==> config.mk <==
export PLATFORM = sky130hd
export DESIGN_NAME = bmt_transfer_ctrl
export DESIGN_NICKNAME = d
export VERILOG_FILES = /design/src/logic/bmt_pkg.sv /design/src/logic/bmt_transfer_ctrl.sv
export SDC_FILE = /design/constraint.sdc
export NUM_CORES = 1
export LEC_CHECK = 0
export ABC_AREA = 1
export BUFFER_PORTS_ARGS = -buffer_cell sky130_fd_sc_hd__buf_2
export CELL_PAD_IN_SITES_DETAIL_PLACEMENT = 1
export CELL_PAD_IN_SITES_GLOBAL_PLACEMENT = 2
export CORE_MARGIN = 8
export CORE_UTILIZATION = 29
export CTS_CLUSTER_SIZE = 14
export DETAILED_ROUTE_END_ITERATION = 8
export GPL_TIMING_DRIVEN = 0
export PLACE_DENSITY_LB_ADDON = 0.1
export SLEW_MARGIN = 20
export SYNTH_ARGS = -nofsm -noshare
export SYNTH_HDL_FRONTEND = slang
export SYNTH_SLANG_ARGS = --single-unit
export TNS_END_PERCENT = 50
==> constraint.sdc <==
create_clock -name clk -period 1.8 [get_ports clk]
set_clock_uncertainty 0.05 [all_clocks]
set_input_delay 0.18 -clock clk [delete_from_list [all_inputs] [get_ports clk]]
set_output_delay 0.18 -clock clk [all_outputs]
set_load 0.05 [all_outputs]
==> src/logic/bmt_pkg.sv <==
// package for the backup module transfer controller
// assumes one 50 MHz clock and a synchronous active-high reset
package bmt_pkg;

  localparam int unsigned CLK_HZ          = 50000000;
  localparam int unsigned SLOW_FLASH_MS   = 1000;
  localparam int unsigned FAST_FLASH_MS   = 500;
  localparam int unsigned SLOW_FLASH_CYC  = CLK_HZ / 1000 * SLOW_FLASH_MS;
  localparam int unsigned FAST_FLASH_CYC  = CLK_HZ / 1000 * FAST_FLASH_MS;
  localparam int unsigned DATA_W          = 8;
  localparam int unsigned ADDR_W          = 20;
  localparam int unsigned BUF_DEPTH       = 2;
  localparam logic        BANK_SYS        = 1'b0;
  localparam logic        BANK_SCR        = 1'b1;
  localparam logic [ADDR_W-1:0] ADDR_RST  = 20'h00000;
  localparam logic [DATA_W-1:0] DATA_RST  = 8'h00;

  typedef struct packed {
    logic restore_mode_select;
    logic backup_mode_select;
    logic manual_mode_select;
    logic data_type_select;
    logic terminal_write_enable;
    logic module_write_enable;
    logic bank_select;
    logic combined_transfer_enable;
  } bmt_switch_s;

  typedef struct packed {
    logic mode_err;
    logic protect_err;
    logic data_err;
  } bmt_err_s;

  typedef struct packed {
    logic              bank;
    logic              sys_area;
    logic [ADDR_W-1:0] addr;
    logic [DATA_W-1:0] data;
    logic              last;
  } bmt_word_s;

  typedef enum logic [2:0] {
    ST_IDLE    = 3'b000,
    ST_PREP    = 3'b001,
    ST_XMIT    = 3'b011,
    ST_VERIFY  = 3'b010,
    ST_DONE    = 3'b110,
    ST_ERROR   = 3'b111,
    ST_MANUAL  = 3'b101
  } bmt_state_e;

endpackage : bmt_pkg

==> src/logic/bmt_transfer_ctrl.sv <==
// start-up transfer controller between terminal and backup module
// assumes switch pins static at start-up; source streams words with valid/ready
// Behaviour
// - sample both switch banks once at start-up
// - restore switch copies module into terminal
// - backup switch copies terminal into module
// - manual switch takes direction, bank from panel
// - data type: off screen, on system
// - terminal write enable gates terminal writes
// - module write enable gates module writes
// - bank switch picks bank 0 or 1
// - module holds two independent banks
// - several mode switches on gives mode error
// - no mode switch on gives mode error
// - protected destination gives protect error
// - non-system data into system area errors
// - system program into screen area errors
// - backup ignores terminal's own configuration
// - module write touches addressed bank only
// - never normal operation while module attached
// - combined: system bank 0, screen bank 1
// - combined restore needs exactly one system bank
// - run lamp: 1 s prep, 0.5 s xmit, lit done; stays dark throughout manual runs
`timescale 1ns/1ps
module bmt_transfer_ctrl (
  input  wire logic                         clk,               // system clock
  input  wire logic                         sys_rst,           // sync reset, high
  input  wire bmt_pkg::bmt_switch_s         switches,          // selector banks
  input  wire logic                         module_present,    // module attached
  input  wire logic                         bank0_holds_sys,   // bank 0 type tag
  input  wire logic                         bank1_holds_sys,   // bank 1 type tag
  input  wire logic                         panel_execute,     // manual go pulse
  input  wire logic                         panel_to_module,   // manual direction
  input  wire logic                         panel_bank,        // manual bank
  input  wire logic                         src_valid,         // source word valid
  output logic                              src_ready,         // source may send
  input  wire bmt_pkg::bmt_word_s           src_word,          // source word
  input  wire logic                         src_last,          // last source word
  output logic                              src_request,       // source must stream
  output logic                              src_from_module,   // source is module
  output logic                              src_bank,          // source bank
  output logic                              src_sys,           // source sys area
  output logic                              dst_valid,         // dest word valid
  input  wire logic                         dst_ready,         // dest accepts
  output bmt_pkg::bmt_word_s                dst_word,          // dest word
  output logic                              dst_to_module,     // dest is module
  input  wire logic                         verify_done,       // verify finished
  input  wire logic                         verify_ok,         // verify matched
  output logic                              verify_start,      // verify request
  output bmt_pkg::bmt_err_s                 err_flags,         // error class
  output bmt_pkg::bmt_state_e               xfer_state,        // progress state
  output logic                              run_lamp,          // run indicator
  output logic                              normal_run_allow   // may enter run
);

  bmt_pkg::bmt_state_e  state_ff, nxt_state;
  bmt_pkg::bmt_switch_s sw_ff;
  bmt_pkg::bmt_err_s    err_ff, nxt_err;
  logic                 sampled_ff;
  logic                 to_module_ff, nxt_to_module;
  logic                 bank_ff, nxt_bank;
  logic                 sys_ff, nxt_sys;
  logic                 combined_ff, nxt_combined;
  logic                 phase_ff, nxt_phase;
  logic                 done_once_ff;
  logic                 lamp_ff;
  logic [25:0]          blink_ff;
  logic                 verr_ff;

  // two-entry skid buffer
  bmt_pkg::bmt_word_s   buf_ff [bmt_pkg::BUF_DEPTH];
  logic                 wptr_ff, rptr_ff;
  logic [1:0]           cnt_ff;

  // switch decode
  wire logic [1:0] mode_cnt   = 2'(sw_ff.restore_mode_select)
                              + 2'(sw_ff.backup_mode_select)
                              + 2'(sw_ff.manual_mode_select);
  wire logic mode_bad         = (mode_cnt != 2'h1);
  wire logic auto_restore     = sw_ff.restore_mode_select;
  wire logic auto_backup      = sw_ff.backup_mode_select;
  wire logic combined         = sw_ff.combined_transfer_enable;
  wire logic sel_sys          = sw_ff.data_type_select;
  wire logic sel_bank         = sw_ff.bank_select;
  wire logic want_module_dst  = auto_backup | (sw_ff.manual_mode_select & panel_to_module);
  wire logic protect_bad      = want_module_dst ? ~sw_ff.module_write_enable
                                                : ~sw_ff.terminal_write_enable;
  wire logic one_sys_bank     = bank0_holds_sys ^ bank1_holds_sys;
  // manual runs take the bank from the panel, automatic ones from the switch
  wire logic eff_bank         = sw_ff.manual_mode_select ? panel_bank : sel_bank;
  wire logic chosen_sys_bank  = eff_bank ? bank1_holds_sys : bank0_holds_sys;
  // restore into the terminal: bank content must match the target area
  wire logic data_bad         = ~want_module_dst & (combined ? ~one_sys_bank
                                : (sel_sys ? ~chosen_sys_bank
                                           : chosen_sys_bank));
  wire logic manual_go        = sw_ff.manual_mode_select & panel_execute;
  wire logic start_auto       = sampled_ff & ~done_once_ff & (auto_restore | auto_backup);

  // buffer handshakes
  wire logic buf_full         = (cnt_ff == 2'(bmt_pkg::BUF_DEPTH));
  wire logic buf_empty        = (cnt_ff == 2'h0);
  wire logic xmit_active      = (state_ff == bmt_pkg::ST_XMIT);
  wire logic push             = src_valid & src_ready;
  wire logic pop              = dst_valid & dst_ready;
  wire logic last_popped      = pop & buf_ff[rptr_ff].last;
  // combined backup: system words go to bank 0, screen words to bank 1
  wire logic word_bank        = combined_ff ? (src_word.sys_area ? bmt_pkg::BANK_SYS
                                                                 : bmt_pkg::BANK_SCR)
                                            : bank_ff;

  assign src_ready        = xmit_active & ~buf_full;
  assign dst_valid        = xmit_active & ~buf_empty & (err_ff == '0);
  assign dst_word         = buf_ff[rptr_ff];
  assign src_request      = xmit_active;
  assign src_from_module  = ~to_module_ff;
  assign src_bank         = bank_ff;
  assign src_sys          = sys_ff;
  assign dst_to_module    = to_module_ff;
  assign verify_start     = (state_ff == bmt_pkg::ST_VERIFY) & ~phase_ff;
  assign err_flags        = err_ff;
  assign xfer_state       = state_ff;
  assign run_lamp         = lamp_ff;
  assign normal_run_allow = ~module_present & sampled_ff;

  // next-state logic
  always_comb begin
    nxt_state     = state_ff;
    nxt_err       = err_ff;
    nxt_to_module = to_module_ff;
    nxt_bank      = bank_ff;
    nxt_sys       = sys_ff;
    nxt_combined  = combined_ff;
    nxt_phase     = 1'b0;
    unique case (state_ff)
      bmt_pkg::ST_IDLE: begin
        if (sampled_ff) begin
          if (mode_bad) begin
            nxt_err.mode_err = 1'b1;
            nxt_state        = bmt_pkg::ST_ERROR;
          end else if (start_auto) begin
            nxt_state = bmt_pkg::ST_PREP;
          end else if (sw_ff.manual_mode_select) begin
            nxt_state = bmt_pkg::ST_MANUAL;
          end
        end
      end
      bmt_pkg::ST_MANUAL: begin
        if (manual_go) begin
          nxt_state = bmt_pkg::ST_PREP;
        end
      end
      bmt_pkg::ST_PREP: begin
        // terminal configuration is never consulted here
        nxt_to_module = want_module_dst;
        nxt_bank      = sw_ff.manual_mode_select ? panel_bank : sel_bank;
        nxt_sys       = sel_sys;
        nxt_combined  = combined;
        if (protect_bad) begin
          nxt_err.protect_err = 1'b1;
          nxt_state           = bmt_pkg::ST_ERROR;
        end else if (data_bad) begin
          nxt_err.data_err = 1'b1;
          nxt_state        = bmt_pkg::ST_ERROR;
        end else begin
          nxt_state = bmt_pkg::ST_XMIT;
        end
      end
      bmt_pkg::ST_XMIT: begin
        if (last_popped) begin
          nxt_state = bmt_pkg::ST_VERIFY;
        end
      end
      bmt_pkg::ST_VERIFY: begin
        nxt_phase = 1'b1;
        if (phase_ff & verify_done) begin
          if (verify_ok) begin
            nxt_state = bmt_pkg::ST_DONE;
          end else begin
            nxt_err.data_err = 1'b1;
            nxt_state        = bmt_pkg::ST_ERROR;
          end
        end
      end
      bmt_pkg::ST_DONE:  nxt_state = bmt_pkg::ST_DONE;
      bmt_pkg::ST_ERROR: nxt_state = bmt_pkg::ST_ERROR;
      default:           nxt_state = bmt_pkg::ST_ERROR;
    endcase
  end

  always_ff @(posedge clk) begin
    if (sys_rst) begin
      state_ff <= bmt_pkg::ST_IDLE;
    end else begin
      state_ff <= nxt_state;
    end
  end

  always_ff @(posedge clk) begin
    if (sys_rst) begin
      err_ff <= '0;
    end else begin
      err_ff <= nxt_err;
    end
  end

  always_ff @(posedge clk) begin
    if (sys_rst) begin
      to_module_ff <= 1'b0;
    end else begin
      to_module_ff <= nxt_to_module;
    end
  end

  always_ff @(posedge clk) begin
    if (sys_rst) begin
      bank_ff <= 1'b0;
    end else begin
      bank_ff <= nxt_bank;
    end
  end

  always_ff @(posedge clk) begin
    if (sys_rst) begin
      sys_ff <= 1'b0;
    end else begin
      sys_ff <= nxt_sys;
    end
  end

  always_ff @(posedge clk) begin
    if (sys_rst) begin
      combined_ff <= 1'b0;
    end else begin
      combined_ff <= nxt_combined;
    end
  end

  always_ff @(posedge clk) begin
    if (sys_rst) begin
      phase_ff <= 1'b0;
    end else begin
      phase_ff <= nxt_phase;
    end
  end

  // one-shot switch capture after reset release
  always_ff @(posedge clk) begin
    if (sys_rst) begin
      sw_ff <= '0;
    end else if (!sampled_ff) begin
      sw_ff <= switches;
    end
  end

  always_ff @(posedge clk) begin
    if (sys_rst) begin
      sampled_ff <= 1'b0;
    end else begin
      sampled_ff <= 1'b1;
    end
  end

  always_ff @(posedge clk) begin
    if (sys_rst) begin
      done_once_ff <= 1'b0;
    end else if (state_ff == bmt_pkg::ST_PREP) begin
      done_once_ff <= 1'b1;
    end
  end

  // buffer storage, one slot per entry
  for (genvar i = 0; i < bmt_pkg::BUF_DEPTH; i++) begin : g_buf
    always_ff @(posedge clk) begin
      if (sys_rst) begin
        buf_ff[i] <= '0;
      end else if (push && (wptr_ff == 1'(i))) begin
        buf_ff[i]      <= src_word;
        buf_ff[i].bank <= word_bank;
        buf_ff[i].last <= src_last;
      end
    end
  end

  always_ff @(posedge clk) begin
    if (sys_rst) begin
      wptr_ff <= 1'b0;
    end else begin
      wptr_ff <= wptr_ff ^ push;
    end
  end

  always_ff @(posedge clk) begin
    if (sys_rst) begin
      rptr_ff <= 1'b0;
    end else begin
      rptr_ff <= rptr_ff ^ pop;
    end
  end

  always_ff @(posedge clk) begin
    if (sys_rst) begin
      cnt_ff <= 2'h0;
    end else begin
      cnt_ff <= cnt_ff + 2'(push) - 2'(pop);
    end
  end

  // run lamp: slow blink preparing, fast blink moving, steady when done; dark throughout manual runs
  wire logic        manual_run = sw_ff.manual_mode_select;
  wire logic        fast_phase = xmit_active | (state_ff == bmt_pkg::ST_VERIFY);
  wire logic [25:0] blink_end  = fast_phase ? 26'(bmt_pkg::FAST_FLASH_CYC - 1)
                                            : 26'(bmt_pkg::SLOW_FLASH_CYC - 1);
  wire logic        blink_wrap = (blink_ff >= blink_end);

  always_ff @(posedge clk) begin
    if (sys_rst) begin
      verr_ff <= 1'b0;
    end else begin
      verr_ff <= fast_phase;
    end
  end

  // restart the interval whenever the blink rate changes
  always_ff @(posedge clk) begin
    if (sys_rst) begin
      blink_ff <= 26'h0000000;
    end else begin
      blink_ff <= (blink_wrap || (verr_ff != fast_phase)) ? 26'h0000000 : blink_ff + 26'h0000001;
    end
  end

  always_ff @(posedge clk) begin
    if (sys_rst) begin
      lamp_ff <= 1'b0;
    end else begin
      if (manual_run || state_ff == bmt_pkg::ST_ERROR || state_ff == bmt_pkg::ST_IDLE
          || state_ff == bmt_pkg::ST_MANUAL) begin
        lamp_ff <= 1'b0;
      end else if (state_ff == bmt_pkg::ST_DONE) begin
        lamp_ff <= 1'b1;
      end else if (blink_wrap) begin
        lamp_ff <= ~lamp_ff;
      end
    end
  end

endmodule // bmt_transfer_ctrl

After elaboration in Yosys (flattened, before gate mapping)
Memory sizes are Yosys's and may differ from the RTL's. A register that Yosys moved wholly into a read port is not among the register bits. Index checks and enable logic that the tools add are counted. Widths: inputs -> output; s select.

Mux-type cells: 43. Equality and inequality tests: 17. Bitwise logic cells: 39. Reduce and logical (&&, ||, !) cells: 17. $lt $le $gt $ge: 1. Add/subtract/negate cells: 5.

Operators by type and width (count): $mux 31 (2); $mux 1 (29); $mux 3 (9); $add 26x1->26 const B (1); $ge 26x26->1 (1); $mux 26 (1); $pmux 3 s6 (1); $and 1x1->1 (14); $not 1->1 (13); $ne 2x2->1 const B (6); $reduce_and 5->1 (2); $eq 3x3->1 const B (3); $or 1x1->1 (9); $eq 3x2->1 const B (2); $logic_not 3->1 (2); $add 2x1->2 (2); $logic_or 1x1->1 (4); $ne 2x1->1 const B (2); $ne 4x4->1 const B (1); $reduce_bool 2->1 (2); $reduce_or 2->1 (2); $eq 3x1->1 const B (1); $reduce_and 3->1 (1); $xor 1x1->1 (3); 8 further kinds (9).

Input bits: 52. Logic and storage cells: 148. Memory bits (writable): 62. Register bits after elaboration: 53. Memories: 1.

Memory list: buf_ff (words 2, bits a word 31, read ports 1, clocked after Yosys merged registers in 1, wr ports 2, line bmt_transfer_ctrl.sv:71) `bmt_pkg::bmt_word_s buf_ff [bmt_pkg::BUF_DEPTH];`.

Longest topological paths before layout
Gate-level depths: netlist of the first run.

Depth after elaboration: 10. Depth in mapped cells: 13. Gate-level depth less buffers: 13.

Worst setup path after synthesis of the first run
OpenSTA, ideal clock, no wires.

Kind: register -> register. Start point: register state_ff[1] (netlist: xfer_state[1]). End point: memory buf_ff[0][0] (netlist name) (enable). Slack: -1.405 ns. Period minus slack after synthesis: 3.205 ns. Arrival: 2.781 ns. Cell stages (with the launch flop): 9. Cell sequence: dfxtp_1 > inv_2 > nor2_8 > nand2_2 > a21oi_1 > nand2_1 > inv_1 > ha_1 > or2_2.

RTL lines: start, declared (line bmt_transfer_ctrl.sv:56) `bmt_pkg::bmt_state_e state_ff, nxt_state;`; start signal, assigned (line bmt_transfer_ctrl.sv:192) `state_ff <= bmt_pkg::ST_IDLE;`; start signal, assigned (line bmt_transfer_ctrl.sv:194) `state_ff <= nxt_state;`; end, declared (line bmt_transfer_ctrl.sv:71).

Worst setup path after layout of the first run
Start point: register state_ff[1] (netlist: xfer_state[1]). End point: register blink_ff[23].

Cells in the longest elaborated chain, start to end: 6. Elaborated cells on any way between the ends: 8. Classes of those cells: order compare: 1; eq/ne: 3; mux: 1; bitwise: 1; reduce/logical: 2.

Ends and longest elaborated chain: $eq 3x2->1, on equally long branches (line bmt_transfer_ctrl.sv:102, bmt_transfer_ctrl.sv:310); $or 1x1->1 (*) (line bmt_transfer_ctrl.sv:310) `wire logic fast_phase = xmit_active | (state_ff == bmt_pkg::ST_VERIFY);`; $mux 26 (line bmt_transfer_ctrl.sv:311) `wire logic [25:0] blink_end = fast_phase ? 26'(bmt_pkg::FAST_FLASH_CYC - 1)`; $ge 26x26->1 (line bmt_transfer_ctrl.sv:313) `wire logic blink_wrap = (blink_ff >= blink_end);`; $logic_or 1x1->1 (*) (line bmt_transfer_ctrl.sv:328) `blink_ff <= (blink_wrap || (verr_ff != fast_phase)) ? 26'h0000000 : blink_ff + 26'h0000001;`; $reduce_or 2->1 (no source line) (*); end signal, assigned (line bmt_transfer_ctrl.sv:328); end, declared (line bmt_transfer_ctrl.sv:67) `logic [25:0] blink_ff;`.

Mark *: on every way between the ends. The rest lies on a longest branch, timed or not. A chain may end at the register's enable or synchronous reset.

==> results of run 1 <==
==> cell families (layout without fill, tap and decap cells) <==
| family | count (synthesis) | count (layout) | synth area share (%) |
|---|---|---|---|
| AOI/OAI and AO/OA | 53 | 53 | 5.690 |
| xor gates and xnor gates | 16 | 16 | 2.580 |
| adders and majority gates | 10 | 10 | 2.442 |
| buffers and inverters | 100 | 260 | 7.187 |
| DFF | 115 | 115 | 53.81 |
| and+or+nand+nor | 365 | 367 | 28.29 |
==> layout by cell type (no fill, tap or decap), types with 7 or more instances in the layout <==
master	instances
sky130_fd_sc_hd__buf_2	73
sky130_fd_sc_hd__nand2_1	167
sky130_fd_sc_hd__buf_4	40
sky130_fd_sc_hd__nor2_4	9
sky130_fd_sc_hd__edfxtp_1	62
sky130_fd_sc_hd__dfxtp_1	43
sky130_fd_sc_hd__inv_1	70
sky130_fd_sc_hd__ha_4	7
sky130_fd_sc_hd__nand3_1	18
sky130_fd_sc_hd__a21oi_1	19
sky130_fd_sc_hd__buf_6	11
sky130_fd_sc_hd__nor2_2	9
sky130_fd_sc_hd__xor2_1	8
sky130_fd_sc_hd__xnor2_1	7
sky130_fd_sc_hd__nor2_1	113
sky130_fd_sc_hd__nor3_1	7
sky130_fd_sc_hd__clkbuf_16	17
sky130_fd_sc_hd__a21oi_2	9
sky130_fd_sc_hd__o21ai_0	12
==> registers in the layout (all words and copies together), names as in the netlist, 2 cells and up <==
signal	count
buf_ff	62
blink_ff	26
err_flags	3
xfer_state	3
cnt_ff	2
sw_ff	2
==> layer usage <==
| layer | part of all wire, % | wire, µm |
|---|---|---|
| met1 | 45 | 7260 |
| met2 | 50 | 8124 |
| met4 | 1.0 | 164 |
| met5 | 0 | 0 |
| met3 | 3.5 | 570 |
==> final cells by class <==
type / count / area, µm² / area share [%]
sequential: 115 / 2948 / 38.31
multi-input combinational: 446 / 2450 / 31.84
timing repair buffer: 130 / 918.4 / 11.93
clock buffer: 17 / 425.4 / 5.528
inverter: 79 / 304.0 / 3.951
tap: 234 / 292.8 / 3.805
clock inverter: 15 / 181.4 / 2.358
buffer: 19 / 175.2 / 2.276
==> final timing paths <==
| path | slack (ps) | start | cells after the start | endpoint |
|---|---|---|---|---|
| setup / recovery | -100 | xfer_state[1] | 12 | blink_ff[23] |
| hold / removal | 20 | switches[2] | 3 | sw_ff[2] |
| hold reg to reg | 410 | blink_ff[0] | 1 | blink_ff[0] |
| setup reg to reg | -100 | xfer_state[1] | 12 | blink_ff[23] |
==> worst reg2reg max path: cells and delay by family, from the launching register on <==
kind	cells	cell delay (ps)
buffers and inverters	3	350
adder cells (fa/ha/maj)	1	230
flip-flops	1	370
AO/OA/AOI/OAI	3	290
AND/OR/NAND/NOR	5	540
==> what timing repair did <==
item,4_1_cts,5_1_grt
buffers inserted,18,9
endpoints found under the hold margin,6,0
pin swaps,13,20
cloned,3,0
hold buffers,6,0
gates resized for setup,74,67
setup endpoints to repair,189,179
==> metrics by stage <==
step | setup TNS (ps) | hold WS [ps] | total power, mW | instance area (µm²) | setup slack (ps)
floorplan | -42580 | 199.1 | 4.815 | 5557 | -533.0
global placement | -39690 | 376.4 | 5.376 | 6330 | -372.7
detailed placement | -42270 | 384.9 | 5.417 | 6330 | -381.0
CTS | -4130 | 11.90 | 9.352 | 7433 | -135.0
global route | -16800 | 35.88 | 9.980 | 7695 | -256.9
finish | -2042 | 21.69 | 9.496 | 7695 | -96.61
==> cell usage after synthesis, drive strengths merged <==
cell     number
a211oi        3
a21oi        29
a31oi         1
and2          2
buf           4
clkbuf       17
clkinv        1
dfxtp        53
edfxtp       62
fa            1
ha            9
inv          78
nand2       175
nand3        21
nand3b        1
nand4         8
nor2        132
nor3         14
nor4          5
o2111ai       1
o211ai        1
o21a          1
o21ai        16
o21bai        1
or2           7
xnor2         7
xor2          9
==> where the power goes <==
group / total (mW) / leakage, nW / switching [mW] / internal [mW]
Clock: 3.47 / 0.284 / 1.29 / 2.19
Sequential: 3.24 / 1.08 / 0.193 / 3.04
Combinational: 2.79 / 2.00 / 1.77 / 1.01
==> summary.md, run 1 <==
| Metric | Value |
|---|---|
| Cell row count | `50` |
| Crit-path cells | `inv_6 > nor2_8 > ha_4 > a21oi_1 > o21bai_1 > nor2_1 > nand2_2 > nand2_4 > nand4_4 > buf_12 > buf_8 > a21oi_2` |
| Max stage delay on crit path | `370 ps` |
| Effective utilization at floorplan | `slightly below 30%` |
| Clk Latency, worst-skew pair | `410 ps` |
| Global-route wire length before repair | `26500 µm` |
| Library cell with the largest summed area after synthesis | `sky130_fd_sc_hd__edfxtp_1` |
| Shortest clock period the worst path allows after layout | `1897 ps` |
| Number of nets in the final layout | `870` |
| Data required, critical path | `2090 ps` |
| Number of DRC markers in iteration 0 | `159` |
| Critical path endpoint category | `register` |
| Root cell of the clock tree | `sky130_fd_sc_hd__clkbuf_16` |
| Layout overhead on the synthesized area | `41.67%` |
| Number of antenna violations at the first check in global routing | `0` |
| Max H-tree Level | `4` |
| Crit start category | `register` |
| Violations in the final reports | `setup timing` |
| Detailed-route vias per instance | `around 4.5` |
| Overflow left after global routing | `0` |
| Top Ports | `99` |
| Synth Instances | `~660` |
| Measured slew at the worst slew-check pin | `approximately 580 ps` |
| Crit-path slowest cell | `sky130_fd_sc_hd__dfxtp_4` |
| Cell variety after synth | `around 40` |
| Final wirelength | `16120 µm` |
| DRC violation count after routing | `0` |
| Leakage power | `3.365 nW` |
| Clock edge transition at the registers on the reported setup and hold paths | `about 60 ps` |
| Antenna diode count | `0` |
| Net count after synthesis | `721` |
| Outcome | `complete, but fails checks` |
| Setup repair after global routing missed its margin | `true` |
| Core footprint | `18520 µm²` |
| Leading cell types by total area after synthesis | `sky130_fd_sc_hd__edfxtp_1 (34%), sky130_fd_sc_hd__dfxtp_1 (20%), sky130_fd_sc_hd__nand2_1 (12%)` |
| Max Freq | `527.3 MHz` |
| Max IR drop VDD | `roughly 0.77 mV` |
| Routed via count | `~4800` |
| Worst path arrival time | `2190 ps` |
| Pwr/cell area | `1234 nW/µm²` |
| Port Buffer Count | `96` |
| Remaining number of nets flagged by the antenna check after routing | `0` |
| DP Wirelength | `11400 µm` |
| GR Layer Usage met1 | `16.85%` |
| Die Outline Area | `23360 µm²` |
| CTS Sinks | `roughly 120` |
| Final GP Congestion | `0.7596` |
| Gate family responsible for the most delay along the worst path | `simple AND/OR/NAND/NOR gates` |
| Classification of the worst setup path | `reg -> reg` |
| Instance count after placement with tap cells included | `989` |
| Crit Path Max Fanout | `6` |
| Most used routing layer | `met2` |
| Buffer and inverter count on the worst path | `3` |
| End-of-flow core utilization | `41.55%` |
| Met3 Track Usage GR | `3.891%` |
| Final Cycle Share | `105.4%` |
| CTS tree | `built` |
| Sequential fraction of the synthesis area | `53.81%` |
| Global routing met2 resource utilization | `25.06%` |
| Final setup violation count | `41` |
| Die span in x | `152.9 µm` |
| Relative slew slack | `61.29%` |
| Overall routing resource usage | `14.24%` |
| Number of buffers inserted during clock tree synthesis | `17` |
| Classification of the worst-slack hold path | `in -> reg` |
| Number of global-route vias before repair | `5114` |
| Average wire per standard cell | `15.28 µm` |
| Final worst slack | `-96.61 ps` |
| YS warnings | `0` |
| Share of layout cells above drive strength 1 | `31.43%` |
| Netlist area before placement | `5431 µm²` |
| Yosys top cell area share | `34.28%` |
| Buffers from clock root to sink, at most | `2` |
| Pin count of the biggest net entering global routing | `17` |
| Hold Fails Final Rpt | `0` |
| Count of fill cells added during filler insertion | `around 2200` |
| Number of search-and-repair iterations in the first detailed-routing pass | `4` |
| Number of flip-flops and latches in the synthesized netlist | `115` |
| Final count of pins violating max slew | `0` |
| Chip height | `around 150 µm` |
| Max Cap Viol | `0` |
| Per-instance average area after synthesis | `just over 8 µm²` |
| Non-filler instance count after layout | `1055` |
(Power assumes the default switching activity.)
==> inputs of run 2 (changes only) <==
Settings changed: GPL_TIMING_DRIVEN 0 to not set.
==> summary.md, run 2 (synthesized netlist as in run 1, its figures left out) <==
| Metric | Value |
|---|---|
| Max IR drop VDD | `around 0.76 mV` |
| Leakage power | `3.391 nW` |
| Number of nets in the final layout | `874` |
| Root cell of the clock tree | `sky130_fd_sc_hd__clkbuf_16` |
| Pin count of the biggest net entering global routing | `33` |
| Chip height | `152.9 µm` |
| Critical path endpoint category | `register` |
| Global-route wire length before repair | `25450 µm` |
| Number of flip-flops under the largest register name | `62` |
| Number of search-and-repair iterations in the first detailed-routing pass | `6` |
| Clock edge transition at the registers on the reported setup and hold paths | `60 ps` |
| Number of antenna violations at the first check in global routing | `0` |
| Worst path arrival time | `roughly 2100 ps` |
| Shortest clock period the worst path allows after layout | `1898 ps` |
| Remaining number of nets flagged by the antenna check after routing | `0` |
| Outcome | `complete, but fails checks` |
| Instance count after placement with tap cells included | `1017` |
| Classification of the worst-slack hold path | `in -> reg` |
| Number of buffers inserted during clock tree synthesis | `17` |
| Core footprint | `18520 µm²` |
| Pwr/cell area | `1205 nW/µm²` |
| Worst hold slack | `29.53 ps` |
| Switching Share | `34.63%` |
| Count of fill cells added during filler insertion | `2179` |
| Internal Dissipation | `between 6 and 7 mW` |
| Worst hold path startpoint | `src_word[6]` |
| Port Buffer Count | `96` |
| Clk Latency, worst-skew pair | `just over 400 ps` |
| Reg-to-Reg Start | `xfer_state[1]` |
| Buffers from clock root to sink, at most | `2` |
| Placement Cell Area | `between 6000 and 7000 µm²` |
| Average wire per standard cell | `15.06 µm` |
| Violations in the final reports | `setup timing` |
| Power after layout | `about 9.3 mW` |
| Overflow left after global routing | `0` |
| Cell row count | `50` |
| Regs by FF count | `buf_ff (62), blink_ff (26)` |
| Final count of pins violating max slew | `0` |
| Max Cap Viol | `0` |
| Routed via count | `between 4000 and 5000` |
| Relative slew slack | `70.02%` |
| Clk network pwr share | `a little over a third` |
| Hold Fails Final Rpt | `0` |
| Effective utilization at floorplan | `about 29%` |
| Max H-tree Level | `4` |
| Classification of the worst setup path | `reg -> reg` |
| Register with the highest flop count | `buf_ff` |
| End-of-flow core utilization | `41.45%` |
| DP Wirelength | `11580 µm` |
| Setup TNS | `-1109 ps` |
| Layout overhead on the synthesized area | `41.33%` |
| CTS tree | `built` |
| Measured slew at the worst slew-check pin | `around 450 ps` |
| Setup repair after global routing missed its margin | `true` |
| Crit Path Max Fanout | `7` |
| Data required, critical path | `~2000 ps` |
| Max Freq | `526.8 MHz` |
| Overall routing resource usage | `between 10% and 20%` |
| Crit start category | `register` |
| Detailed-route vias per instance | `4.504` |
| Final worst slack | `-98.29 ps` |
| Final Cycle Share | `105.5%` |
| Pre-CTS worst setup slack | `-108.6 ps` |
| Final setup violation count | `43` |
| Share of layout cells above drive strength 1 | `about a third` |
| Final wirelength | `15950 µm` |
| CTS Sinks | `between 100 and 150` |
| Launch point of the critical path | `xfer_state[1]` |
| Combinational cell fraction of total power | `29.6%` |
| Number of DRC markers in iteration 0 | `145` |
| Die Outline Area | `23360 µm²` |
| Antenna diode count | `0` |
| Number of global-route vias before repair | `~5000` |
| Sequential group share of total power | `34.4%` |
| Die span in x | `152.9 µm` |
| Net switching power figure | `about 3.2 mW` |
| Top Ports | `99` |
| Post-layout instance area | `roughly 7700 µm²` |
| Final GP Congestion | `between 0.7 and 0.8` |
| Non-filler instance count after layout | `about 1100` |
| DRC violation count after routing | `0` |
| Most frequent cells in the layout | `sky130_fd_sc_hd__nand2_1 (162), sky130_fd_sc_hd__nor2_1 (114), sky130_fd_sc_hd__buf_2 (83)` |
| Most frequent standard cell in the layout excluding fill and tap cells | `sky130_fd_sc_hd__nand2_1` |
## run 2: repair_timing
item                                   4_1_cts  5_1_grt
setup buffers                                0        2
endpoints found under the hold margin        6        0
gates cloned                                 0        2
pin swaps                                    2       19
resized for setup                            9       71
hold buffers                                 6        0
setup endpoints to repair                   66      109
## run 2: final timing paths
check                 end  slack [ps]  cells past startpoint
max             cnt_ff[1]        -100                     11
min          buf_ff[0][6]          30                      3
max reg2reg     cnt_ff[1]        -100                     11
min reg2reg  done_once_ff         420                      2
## run 2: layer usage
metal | track usage [%] | part of all wire (%)
met3 | 3.158 | 3.4
met5 | 0 | 0
met4 | 4.524 | 0.88
met1 | 15.96 | 45
met2 | 23.97 | 51
## run 2: power by group through the flow
stage | logic [mW] | registers [mW] | clock network (mW)
floorplan | 1.36 | 3.46 | 0
detailed placement | 2.44 | 3.24 | 0
CTS | 2.48 | 3.18 | 3.41
global placement | 2.40 | 3.22 | 0
global route | 2.97 | 3.21 | 3.53
finish | 2.74 | 3.19 | 3.32
## run 2: cell type report
type	instances	area, µm²	area share, %
clock buffers	17	425.4	5.542
repair buffers	155	1164	15.16
multi-input cells	444	2399	31.25
clock inverters	15	157.7	2.054
flip-flops and latches	115	2937	38.26
inverters	79	301.5	3.928
well taps	234	292.8	3.814
## run 2: worst max-delay path, cell delays in order, from the launching register on
cell and delay [ps]:
sky130_fd_sc_hd__dfxtp_4 350, sky130_fd_sc_hd__inv_4 40, sky130_fd_sc_hd__nor2_8 190, sky130_fd_sc_hd__nand2_4 100, sky130_fd_sc_hd__a21oi_4 160, sky130_fd_sc_hd__nand2_4 90
sky130_fd_sc_hd__ha_4 270, sky130_fd_sc_hd__inv_2 40, sky130_fd_sc_hd__ha_4 150, sky130_fd_sc_hd__xor2_2 170, sky130_fd_sc_hd__o21ai_1 130, sky130_fd_sc_hd__a21oi_1 50
==> inputs of run 3 (changes only) <==
--- a/constraint.sdc
+++ b/constraint.sdc
@@ -3,3 +3,3 @@
 set_input_delay 0.18 -clock clk [delete_from_list [all_inputs] [get_ports clk]]
 set_output_delay 0.18 -clock clk [all_outputs]
-set_load 0.05 [all_outputs]
+set_load 0.005 [all_outputs]
==> summary.md, run 3 (synthesized netlist as in run 1, its figures left out) <==
| Metric | Value |
|---|---|
| Final GP Congestion | `0.7555` |
| Count of fill cells added during filler insertion | `2230` |
| DP Wirelength | `11460 µm` |
| Max IR drop VDD | `roughly 0.58 mV` |
| Number of antenna violations at the first check in global routing | `0` |
| Antenna diode count | `0` |
| Final count of pins violating max slew | `0` |
| Routed via count | `between 4000 and 5000` |
| Regs by FF count | `buf_ff (62), blink_ff (26)` |
| Core footprint | `roughly 19000 µm²` |
| Crit start category | `register` |
| Register with the highest flop count | `buf_ff` |
| Number of search-and-repair iterations in the first detailed-routing pass | `4` |
| Non-filler instance count after layout | `1074` |
| Overflow left after global routing | `0` |
| Outcome | `complete, but fails checks` |
| Worst hold slack | `roughly 30 ps` |
| Placement Cell Area | `6678 µm²` |
| Number of nets in the final layout | `889` |
| Final wirelength | `16530 µm` |
| Die span in x | `about 150 µm` |
| CTS tree | `built` |
| Die Outline Area | `about 23000 µm²` |
| Area of all sequential standard cells | `2930 µm²` |
| Max stage delay on crit path | `350 ps` |
| Setup repair after global routing missed its margin | `true` |
| Measured slew at the worst slew-check pin | `roughly 440 ps` |
| Data required, critical path | `2090 ps` |
| Most frequent standard cell in the layout excluding fill and tap cells | `sky130_fd_sc_hd__nand2_1` |
| Number of flip-flops under the largest register name | `62` |
| Final worst slack | `-94.47 ps` |
| End-of-flow core utilization | `a little over 40%` |
| Global-route wire length before repair | `around 26000 µm` |
| Crit Path Max Fanout | `7` |
| Power after layout | `8.698 mW` |
| Crit-path slowest cell | `sky130_fd_sc_hd__dfxtp_4` |
| Max Cap Viol | `0` |
| Buffers from clock root to sink, at most | `2` |
| Critical path endpoint category | `register` |
| Pre-CTS worst setup slack | `-133.0 ps` |
| Port Buffer Count | `96` |
| Violations in the final reports | `setup timing` |
| Effective utilization at floorplan | `approximately 30%` |
| Cell row count | `50` |
| Root cell of the clock tree | `sky130_fd_sc_hd__clkbuf_16` |
| Number of DRC markers in iteration 0 | `between 100 and 150` |
| Classification of the worst setup path | `reg -> reg` |
| Top Ports | `99` |
| Remaining number of nets flagged by the antenna check after routing | `0` |
| Setup TNS | `-2615 ps` |
| Chip height | `about 150 µm` |
| Instance count after placement with tap cells included | `1023` |
| Clk Latency, worst-skew pair | `410 ps` |
| Number of global-route vias before repair | `5269` |
| Pin count of the biggest net entering global routing | `32` |
| Max H-tree Level | `4` |
| Leakage power | `3.469 nW` |
| Detailed-route vias per instance | `4.461` |
| Average wire per standard cell | `15.39 µm` |
| Shortest clock period the worst path allows after layout | `around 1900 ps` |
| Final Cycle Share | `105.2%` |
| Number of buffers inserted during clock tree synthesis | `17` |
| Max Freq | `527.9 MHz` |
| Most frequent cells in the layout | `sky130_fd_sc_hd__nand2_1 (166), sky130_fd_sc_hd__nor2_1 (124), sky130_fd_sc_hd__buf_2 (96)` |
| Overall routing resource usage | `between 10 and 15%` |
| CTS Sinks | `~120` |
| Share of layout cells above drive strength 1 | `30.36%` |
| Buffer and inverter count on the worst path | `2` |
| Classification of the worst-slack hold path | `in -> reg` |
| Hold Fails Final Rpt | `0` |
| Final setup violation count | `60` |
| DRC violation count after routing | `0` |
| Post-layout instance area | `roughly 7700 µm²` |
| Worst path arrival time | `approximately 2200 ps` |
| Relative slew slack | `between 70% and 80%` |
| Multi-input logic area | `2315 µm²` |
| Gate family responsible for the most delay along the worst path | `simple AND/OR/NAND/NOR gates` |
| Clock edge transition at the registers on the reported setup and hold paths | `60 ps` |
| Crit-path cells | `inv_4 > nor2_8 > ha_1 > nand2_1 > nor2_1 > o21ai_0 > nor2_1 > nand2_1 > nand2_2 > nand2_2 > nand4_4 > buf_12 > a21oi_1` |
| Pwr/cell area | `between 1000 and 1500 nW/µm²` |
| Layout overhead on the synthesized area | `41.47%` |
[run 3: cell count changes in the layout (fill, tap and decap cells not counted), sizes merged]
cell         change
clkinv           +1
dlygate4sd3      +2
buf             +20
clkinvlp         -2
inv              +1
clkbuf           -7
[run 3: what timing repair did]
action | CTS | global route
cloned | 1 | 4
hold buffers | 8 | 0
hold endpoints to repair | 10 | 0
buffers inserted | 6 | 3
gates resized for setup | 13 | 38
endpoints found under the setup margin | 99 | 120
pin swaps | 1 | 8
[run 3: area by class of cell]
| cell class | instances | area share (%) |
|---|---|---|
| clock buffer | 17 | 5.537 |
| clock inverter | 15 | 2.052 |
| inverter | 79 | 3.924 |
| multi-input combinational | 444 | 30.13 |
| sequential | 115 | 38.14 |
| tap | 234 | 3.810 |
| timing repair buffer | 170 | 16.41 |
[run 3: report_power, final]
part / internal, mW / switching (mW) / leakage (nW)
combinational: 0.985 / 1.21 / 2.12
clock: 2.05 / 1.30 / 0.276
sequential: 3.02 / 0.134 / 1.07
[run 3: path summary, 6_finish.rpt]
check / from / depth (start not counted) / slack [ps] / end
max: xfer_state[1] / 13 / -90 / blink_ff[11]
min: src_word[18] / 3 / 30 / buf_ff[0][18]
max reg2reg: xfer_state[1] / 13 / -90 / blink_ff[11]
min reg2reg: sw_ff[2] / 2 / 410 / sw_ff[2]
[run 3: worst register-to-register path: stages (launching register included)]
cell,delay (ps)
sky130_fd_sc_hd__dfxtp_4,350
sky130_fd_sc_hd__inv_4,50
sky130_fd_sc_hd__nor2_8,150
sky130_fd_sc_hd__ha_1,260
sky130_fd_sc_hd__nand2_1,70
sky130_fd_sc_hd__nor2_1,30
sky130_fd_sc_hd__o21ai_0,80
sky130_fd_sc_hd__nor2_1,70
sky130_fd_sc_hd__nand2_1,80
sky130_fd_sc_hd__nand2_2,60
sky130_fd_sc_hd__nand2_2,90
sky130_fd_sc_hd__nand4_4,150
sky130_fd_sc_hd__buf_12,200
sky130_fd_sc_hd__a21oi_1,120
[run 3: routing by layer]
metal / vias up / routed length (µm) / track usage [%]
met5: - / 0 / 0
met4: 0 / 204 / 4.383
met3: 17 / 467 / 3.299
met2: 60 / 8444 / 25.31
met1: 2285 / 7415 / 15.92
li1: 2429 / - / -
